`src/include/pmc_pkg.sv`:
```
// Constants and types for the privilege and mode control block
`default_nettype none
package pmc_pkg;
	localparam int PMC_AW = 32;
	localparam int PMC_CTL_W = 2;
	localparam int PMC_CTL_LVL_BIT = 0;
	localparam int PMC_CTL_STK_BIT = 1;
	localparam logic [1:0] PMC_CTL_RST = 2'h0;
	localparam logic [31:0] PMC_SP_RST = 32'h00000000;
	localparam logic [31:0] PMC_SP_ALIGN_MASK = 32'hFFFFFFFC;
	// Address map regions
	localparam logic [31:0] PMC_CODE_BASE = 32'h00000000;
	localparam logic [31:0] PMC_SRAM_BASE = 32'h20000000;
	localparam logic [31:0] PMC_PERI_BASE = 32'h40000000;
	localparam logic [31:0] PMC_SYS_BASE = 32'hE0000000;
	localparam logic [31:0] PMC_SRAM_BB_LO = 32'h22000000;
	localparam logic [31:0] PMC_SRAM_BB_HI = 32'h23FFFFFF;
	localparam logic [31:0] PMC_SRAM_BB_ROOT = 32'h20000000;
	// Instruction widths decoded
	localparam logic [1:0] PMC_ILEN_16 = 2'h1;
	localparam logic [1:0] PMC_ILEN_32 = 2'h2;
	localparam logic [1:0] PMC_ILEN_BAD = 2'h0;
	// Access kinds checked for privilege
	typedef enum logic [1:0] {
		PMC_ACC_NONE,
		PMC_ACC_INSN,
		PMC_ACC_SPECREG,
		PMC_ACC_SYSREG
	} pmc_acc_t;
	typedef enum logic [1:0] {
		PMC_BUS_CODE,
		PMC_BUS_DATA,
		PMC_BUS_PERI
	} pmc_bus_t;
	typedef enum {
		PMC_ST_PRIV_THREAD,
		PMC_ST_USER_THREAD,
		PMC_ST_PRIV_HANDLER
	} pmc_state_t;
endpackage : pmc_pkg
`default_nettype wire

```
`src/verilog/pmc_mode_ctrl.sv`:
```
// Privilege level, execution mode, stack select and access checks
//
// Summary of operation
// - Only privileged handler, privileged thread, user thread
// - Exception runs handler privileged; otherwise thread mode
// - User level protected access raises fault
// - Privileged level never raises privilege fault
// - Separate main and process stack pointers
// - Decode only 16-bit and 32-bit compact encodings
// - Reject switch to legacy full-width set
// - SRAM bit-band alias gives atomic bit access
// - Unaligned data accesses are accepted
// - 4 GB map, separate code/data/peripheral buses
// - Low external reset pin resets the core
// - Process stack only in user thread mode
// - Control bit 0 selects thread level
// - Stack-select bit stays zero in handler
`default_nettype none
module pmc_mode_ctrl
	import pmc_pkg::*;
(
	input wire logic sys_clk_i,
	input wire logic sys_rst_i,
	input wire logic external_reset_pin_n_i,
	input wire logic exc_enter_i,
	input wire logic exc_return_i,
	input wire logic ctl_wr_i,
	input wire logic [1:0] ctl_wdata_i,
	input wire logic [1:0] acc_kind_i,
	input wire logic [15:0] insn_hw_i,
	input wire logic insn_valid_i,
	input wire logic legacy_switch_i,
	input wire logic daccess_i,
	input wire logic [31:0] daddr_i,
	input wire logic [1:0] dsize_i,
	input wire logic sp_wr_i,
	input wire logic [31:0] sp_wdata_i,
	output logic core_rst_o,
	output logic privileged_o,
	output logic handler_mode_o,
	output logic [1:0] control_o,
	output logic fault_o,
	output logic [1:0] insn_len_o,
	output logic [1:0] bus_sel_o,
	output logic bitband_o,
	output logic [31:0] bitband_word_o,
	output logic [4:0] bitband_bit_o,
	output logic unaligned_o,
	output logic [31:0] main_stack_pointer_o,
	output logic [31:0] process_stack_pointer_o,
	output logic [31:0] sp_o
);

	////////////////////////////////////////////////////////////////////////
	// Reset pin synchroniser
	logic rst_meta;
	logic rst_sync;
	logic rst_all;
	logic next_rst_meta;
	logic next_rst_sync;

	always_comb begin
		next_rst_meta = ~external_reset_pin_n_i;
		next_rst_sync = rst_meta;
	end

	always_ff @(posedge sys_clk_i or posedge sys_rst_i) begin
		if (sys_rst_i) begin
			rst_meta <= 1'b1;
			rst_sync <= 1'b1;
		end else begin
			rst_meta <= next_rst_meta;
			rst_sync <= next_rst_sync;
		end
	end

	// Pin asserts reset into the core logic too
	assign rst_all = sys_rst_i | rst_sync;

	////////////////////////////////////////////////////////////////////////
	// Operating state
	pmc_state_t state;
	pmc_state_t next_state;
	logic [1:0] ctl;
	logic [1:0] next_ctl;
	logic in_handler;
	logic use_process;

	always_comb begin
		next_state = state;
		next_ctl = ctl;
		if (ctl_wr_i) begin
			next_ctl = ctl_wdata_i;
		end
		case (state)
			PMC_ST_PRIV_THREAD, PMC_ST_USER_THREAD: begin
				if (exc_enter_i) begin
					next_state = PMC_ST_PRIV_HANDLER;
				end else if (next_ctl[PMC_CTL_LVL_BIT]) begin
					next_state = PMC_ST_USER_THREAD;
				end else begin
					next_state = PMC_ST_PRIV_THREAD;
				end
			end
			PMC_ST_PRIV_HANDLER: begin
				next_ctl[PMC_CTL_STK_BIT] = 1'b0;
				if (exc_return_i && !exc_enter_i) begin
					next_state = next_ctl[PMC_CTL_LVL_BIT] ?
						PMC_ST_USER_THREAD : PMC_ST_PRIV_THREAD;
				end
			end
			default: begin
				next_state = PMC_ST_PRIV_THREAD;
			end
		endcase
		if (next_state == PMC_ST_PRIV_HANDLER) begin
			next_ctl[PMC_CTL_STK_BIT] = 1'b0;
		end
	end

	always_ff @(posedge sys_clk_i or posedge rst_all) begin
		if (rst_all) begin
			state <= PMC_ST_PRIV_THREAD;
			ctl <= PMC_CTL_RST;
		end else begin
			state <= next_state;
			ctl <= next_ctl;
		end
	end

	assign in_handler = (next_state == PMC_ST_PRIV_HANDLER);
	assign use_process = !in_handler && next_ctl[PMC_CTL_STK_BIT] &&
		next_ctl[PMC_CTL_LVL_BIT];

	////////////////////////////////////////////////////////////////////////
	// Stack pointers
	pmc_stack_bank u_stack (
		.sys_clk_i(sys_clk_i),
		.sys_rst_i(rst_all),
		.use_process_i(use_process),
		.wr_en_i(sp_wr_i),
		.wr_data_i(sp_wdata_i),
		.main_stack_pointer_o(main_stack_pointer_o),
		.process_stack_pointer_o(process_stack_pointer_o),
		.sp_o(sp_o)
	);

	////////////////////////////////////////////////////////////////////////
	// Access checks and decode
	logic user_lvl;
	logic next_fault;
	logic [1:0] next_len;
	logic [1:0] next_bus;
	logic next_bb;
	logic [31:0] next_bb_word;
	logic [4:0] next_bb_bit;
	logic next_unal;
	logic r_priv;
	logic r_hand;
	logic r_fault;
	logic [1:0] r_len;
	logic [1:0] r_bus;
	logic r_bb;
	logic [31:0] r_bb_word;
	logic [4:0] r_bb_bit;
	logic r_unal;
	logic [31:0] bb_off;

	assign user_lvl = (state == PMC_ST_USER_THREAD);
	assign bb_off = daddr_i - PMC_SRAM_BB_LO;

	always_comb begin
		next_fault = 1'b0;
		if (user_lvl && (acc_kind_i != PMC_ACC_NONE)) begin
			next_fault = 1'b1;
		end
		if (legacy_switch_i) begin
			next_fault = 1'b1;
		end
		// Privileged states only fault on legacy switch
		if (!user_lvl && !legacy_switch_i) begin
			next_fault = 1'b0;
		end
		next_len = r_len;
		if (insn_valid_i) begin
			if (insn_hw_i[15:11] == 5'h1D || insn_hw_i[15:11] == 5'h1E ||
				insn_hw_i[15:11] == 5'h1F) begin
				next_len = PMC_ILEN_32;
			end else begin
				next_len = PMC_ILEN_16;
			end
		end
		if (daddr_i >= PMC_SYS_BASE || daddr_i >= PMC_PERI_BASE) begin
			next_bus = PMC_BUS_PERI;
		end else if (daddr_i >= PMC_SRAM_BASE) begin
			next_bus = PMC_BUS_DATA;
		end else begin
			next_bus = PMC_BUS_CODE;
		end
		next_bb = daccess_i && daddr_i >= PMC_SRAM_BB_LO &&
			daddr_i <= PMC_SRAM_BB_HI;
		next_bb_word = PMC_SRAM_BB_ROOT + {12'h000, bb_off[24:7], 2'h0};
		next_bb_bit = bb_off[6:2];
		next_unal = 1'b0;
		if (daccess_i) begin
			case (dsize_i)
				2'h1: next_unal = daddr_i[0];
				2'h2: next_unal = |daddr_i[1:0];
				default: next_unal = 1'b0;
			endcase
		end
	end

	always_ff @(posedge sys_clk_i or posedge rst_all) begin
		if (rst_all) begin
			r_priv <= 1'b1;
			r_hand <= 1'b0;
			r_fault <= 1'b0;
			r_len <= PMC_ILEN_BAD;
			r_bus <= PMC_BUS_CODE;
			r_bb <= 1'b0;
			r_bb_word <= PMC_SRAM_BB_ROOT;
			r_bb_bit <= 5'h00;
			r_unal <= 1'b0;
			core_rst_o <= 1'b1;
		end else begin
			r_priv <= next_state != PMC_ST_USER_THREAD;
			r_hand <= in_handler;
			r_fault <= next_fault;
			r_len <= next_len;
			r_bus <= next_bus;
			r_bb <= next_bb;
			r_bb_word <= next_bb_word;
			r_bb_bit <= next_bb_bit;
			r_unal <= next_unal;
			core_rst_o <= 1'b0;
		end
	end

	assign privileged_o = r_priv;
	assign handler_mode_o = r_hand;
	assign control_o = ctl;
	assign fault_o = r_fault;
	assign insn_len_o = r_len;
	assign bus_sel_o = r_bus;
	assign bitband_o = r_bb;
	assign bitband_word_o = r_bb_word;
	assign bitband_bit_o = r_bb_bit;
	assign unaligned_o = r_unal;
endmodule : pmc_mode_ctrl
`default_nettype wire

```
`src/verilog/pmc_stack_bank.sv`:
```
// Banked main and process stack pointer storage
`default_nettype none
module pmc_stack_bank
	import pmc_pkg::*;
(
	input wire logic sys_clk_i,
	input wire logic sys_rst_i,
	input wire logic use_process_i,
	input wire logic wr_en_i,
	input wire logic [31:0] wr_data_i,
	output logic [31:0] main_stack_pointer_o,
	output logic [31:0] process_stack_pointer_o,
	output logic [31:0] sp_o
);
	logic [31:0] msp_q;
	logic [31:0] psp_q;
	logic [31:0] sp_q;
	logic [31:0] next_msp;
	logic [31:0] next_psp;
	logic [31:0] next_sp;

	always_comb begin
		next_msp = msp_q;
		next_psp = psp_q;
		if (wr_en_i) begin
			if (use_process_i) begin
				next_psp = wr_data_i & PMC_SP_ALIGN_MASK;
			end else begin
				next_msp = wr_data_i & PMC_SP_ALIGN_MASK;
			end
		end
		next_sp = use_process_i ? next_psp : next_msp;
	end

	always_ff @(posedge sys_clk_i or posedge sys_rst_i) begin
		if (sys_rst_i) begin
			msp_q <= PMC_SP_RST;
			psp_q <= PMC_SP_RST;
			sp_q <= PMC_SP_RST;
		end else begin
			msp_q <= next_msp;
			psp_q <= next_psp;
			sp_q <= next_sp;
		end
	end

	assign main_stack_pointer_o = msp_q;
	assign process_stack_pointer_o = psp_q;
	assign sp_o = sp_q;
endmodule : pmc_stack_bank
`default_nettype wire

```
`config.mk`:
```
export PLATFORM = sky130hd
export DESIGN_NAME = pmc_mode_ctrl
export DESIGN_NICKNAME = d
export VERILOG_FILES = /design/src/include/pmc_pkg.sv /design/src/verilog/pmc_mode_ctrl.sv /design/src/verilog/pmc_stack_bank.sv
export SDC_FILE = /design/constraint.sdc
export NUM_CORES = 1
export LEC_CHECK = 0
export ABC_AREA = 1
export BUFFER_PORTS_ARGS = -buffer_cell sky130_fd_sc_hd__clkbuf_2
export CORE_UTILIZATION = 39
export CTS_BUF_LIST = sky130_fd_sc_hd__clkbuf_2 sky130_fd_sc_hd__clkbuf_4 sky130_fd_sc_hd__clkbuf_8
export CTS_CLUSTER_DIAMETER = 150
export CTS_CLUSTER_SIZE = 12
export DETAILED_ROUTE_END_ITERATION = 6
export GPL_TIMING_DRIVEN = 0
export PLACE_DENSITY = 0.77
export SYNTH_ARGS = -nofsm -noshare
export SYNTH_HDL_FRONTEND = slang
export SYNTH_HIERARCHICAL = 1
export SYNTH_SLANG_ARGS = --single-unit
```
`constraint.sdc`:
```
create_clock -name sys_clk_i -period 7.7 [get_ports sys_clk_i]
set_input_delay 2.31 -clock sys_clk_i [delete_from_list [all_inputs] [get_ports sys_clk_i]]
set_output_delay 2.31 -clock sys_clk_i [all_outputs]
set_load 0.1 [all_outputs]
```
==> reports/summary.txt <==
hold slack -> 0.267 ns
pin count of the biggest net entering global routing -> 52
DIE HEIGHT -> 132 µm
Post-Syn Area -> 0.00661 mm²
synth top area cells -> dfrtp_1, nand3_1, nand2_1, inv_1, and2_1
clk slew on worst S/H paths -> 0.09 ns
Worst Path Arrival -> 1.41 ns
CP Launch Type -> flop
Routed Antenna Nets -> 0
post-synthesis sequential area ratio -> 62.6%
Tot Pwr -> 0.00282 W
post-cts resize count -> 0
Crit Path Max Fanout -> 1
Hold Buf Count CTS -> 0
area grow syn2layout -> 30.3%
Period minus WS final -> 3.72 ns
Post-Route WL -> 15.8 mm
R2R cell count -> 12
most common cell after layout, fill and taps aside -> clkbuf_2
post-CTS setup repair buffer count -> 0
worst reg2reg endpoint -> u_stack/sp_o[17]
final slew viol count -> 0
WL met3 -> 987 µm
worst stage delay on the critical path -> 0.52 ns
clock root cell -> clkbuf_8
MaxCap Viol Count -> 0
most frequent cells in the layout -> clkbuf_2, dfrtp_1, nand3_1
cells after synthesis -> 676
Worst Tran Pin Value -> 0.628 ns
Hold WC Path Type -> flop to async pin
Die W -> 132 µm
global-route wire length before repair -> 25.2 mm
PortBufs -> 213
Synth warnings -> 6
final count of hold timing violations -> 0
Critical Path Slowest Stage Cell -> dfstp_2
Pre-Repair DR Iteration Count -> 7
Via Count -> 5,211
share of layout cells above drive strength 1 -> 31.4%
vias in the first global route -> 4,968
endpoints failing setup -> 0
GRT overflow -> 0
DRT iter0 DRCs -> 294
DR WL/cell -> 13.3 µm
DRT met1 WL -> 6.70 mm
CTS buffer count -> 17
die area -> 0.0175 mm²
Avg Cell Area, Syn -> 9.77 µm²
CTS tree -> built
Clock Latency Late Sink -> 0.44 ns
CORE AREA -> 0.0166 mm²
Yosys cell types -> 30
Yosys top cell by area -> dfrtp_1
HPWL Detailed -> 11.4 mm
Reg area -> 0.00413 mm²
Synth top area share -> 61.0%
clock sink total -> 165
Leak -> 4.85 nW
CP cell instances -> clkbuf_2
critical path type -> flop to output port
max layer used -> met4
crit end category -> output port
post-route clock period utilization -> 48.3%
fin nets -> 1,052
Post-route DRC -> 0
#FFs+latches synth -> 165
CP top delay family -> flip-flops
RSZ-0062 raised after global routing -> false
Fill cells -> 1,539
met2 WL post-DR -> 7.75 mm
GRT Overall Usage -> 18.8%
area of the multi-input gates -> 0.00191 mm²
outcome -> completed
I/O pin count -> 241
# H-tree levels -> 4
Starting Density -> 39.8%
antenna violations before repair -> 0
FF-to-FF setup slack -> 5.50 ns
Worst slew margin -> 58.2%
DR vias/cell -> 4.39
Clock Tree Buf Depth -> 2
placer congestion estimate -> 0.812
setup TNS -> 0 ns
maximum vdd drop -> 0.000233 V
FF-to-FF Start -> state[27]
Clock Skews -> 0.00954 ns
maximum clock rate -> 0.269 GHz
Critical Path RT -> 5.39 ns
Critical path buffers and inverters -> 1
PwrDens -> 327 mW/mm²
Rows -> 47
-- how the worst max path moves through the flow --
stage | start | endpoint | slack (ns) | depth (start not counted)
floorplan | sys_rst_i | u_stack/main_stack_pointer_o[0] | 0.83 | 3
global placement | sys_rst_i | u_stack/sp_o[23] | -0.95 | 4
detailed placement | exc_enter_i | u_stack/sp_o[9] | 3.70 | 10
CTS | core_rst_o | core_rst_o | 3.94 | 1
global route | privileged_o | privileged_o | 3.92 | 1
finish | core_rst_o | core_rst_o | 3.98 | 1
-- report_power, final --
group	internal [W]	total (W)	switching [W]
combinational	0.000174	0.00114	0.000965
clock	0.000329	0.000659	0.000330
sequential	0.000971	0.00102	0.0000479
-- state kept, by name, indices dropped and copies added, names as in the netlist --
name / cells
bitband_bit_o: 5
bitband_o: 1
handler_mode_o: 1
unaligned_o: 1
bitband_word_o: 18
privileged_o: 1
u_stack/main_stack_pointer_o: 32
insn_len_o: 2
u_stack/process_stack_pointer_o: 32
control_o: 2
core_rst_o: 1
rst_sync: 1
bus_sel_o: 2
next_rst_sync: 1
fault_o: 1
u_stack/sp_o: 32
state: 32
-- per-layer routing --
layer	vias up	global-route usage, %
met5	-	0
met3	18	4.27
met2	185	31.1
met1	2443	23.9
met4	0	7.62
li1	2565	-
-- layout make-up --
type	instances	area share [%]
multi-input combinational	399	22.2
timing repair buffer	216	13.2
clock inverter	15	2.18
clock buffer	17	2.72
inverter	115	5.04
sequential	165	48.0
antenna	1	0.0291
tap	220	3.20
buffer	40	3.49
-- synthesized netlist by cell type (all sizes together) --
cell and instances:
dfrtp 161, nand3 125, nand2 118, inv 115
and2 60, buf 38, nor2 35, dfstp 4
clkbuf 2, conb 2, ha 2, o21ai 2
o31ai 2, or2 2, a211oi 1, a21oi 1
nor3 1, nor4b 1, o2111a 1, o2111ai 1
o211ai 1, o21bai 1
-- kinds of logic (layout without fill, tap and decap cells) --
group / count (synthesis) / count (layout) / share of synthesized area (%)
other: 2 / 46 / 0.114
buffers and inverters: 155 / 403 / 11.1
adder cells (fa/ha/maj): 2 / 2 / 0.379
flip-flops: 165 / 165 / 62.6
AND/OR/NAND/NOR: 342 / 342 / 24.6
AO/OA/AOI/OAI: 10 / 10 / 1.23
-- metrics by stage --
stage | cells | utilization (%) | worst slack (ns) | cell area [µm²]
finish | 1188 | 51.9 | 3.98 | 8610
global route | 1187 | 51.9 | 3.92 | 8610
CTS | 1187 | 51.9 | 3.94 | 8610
detailed placement | 1155 | 49.4 | 3.70 | 8190
global placement | 1152 | 48.9 | -0.946 | 8110
floorplan | 719 | - | 0.833 | 6770
No activity file was read; power rests on OpenSTA's default activity.
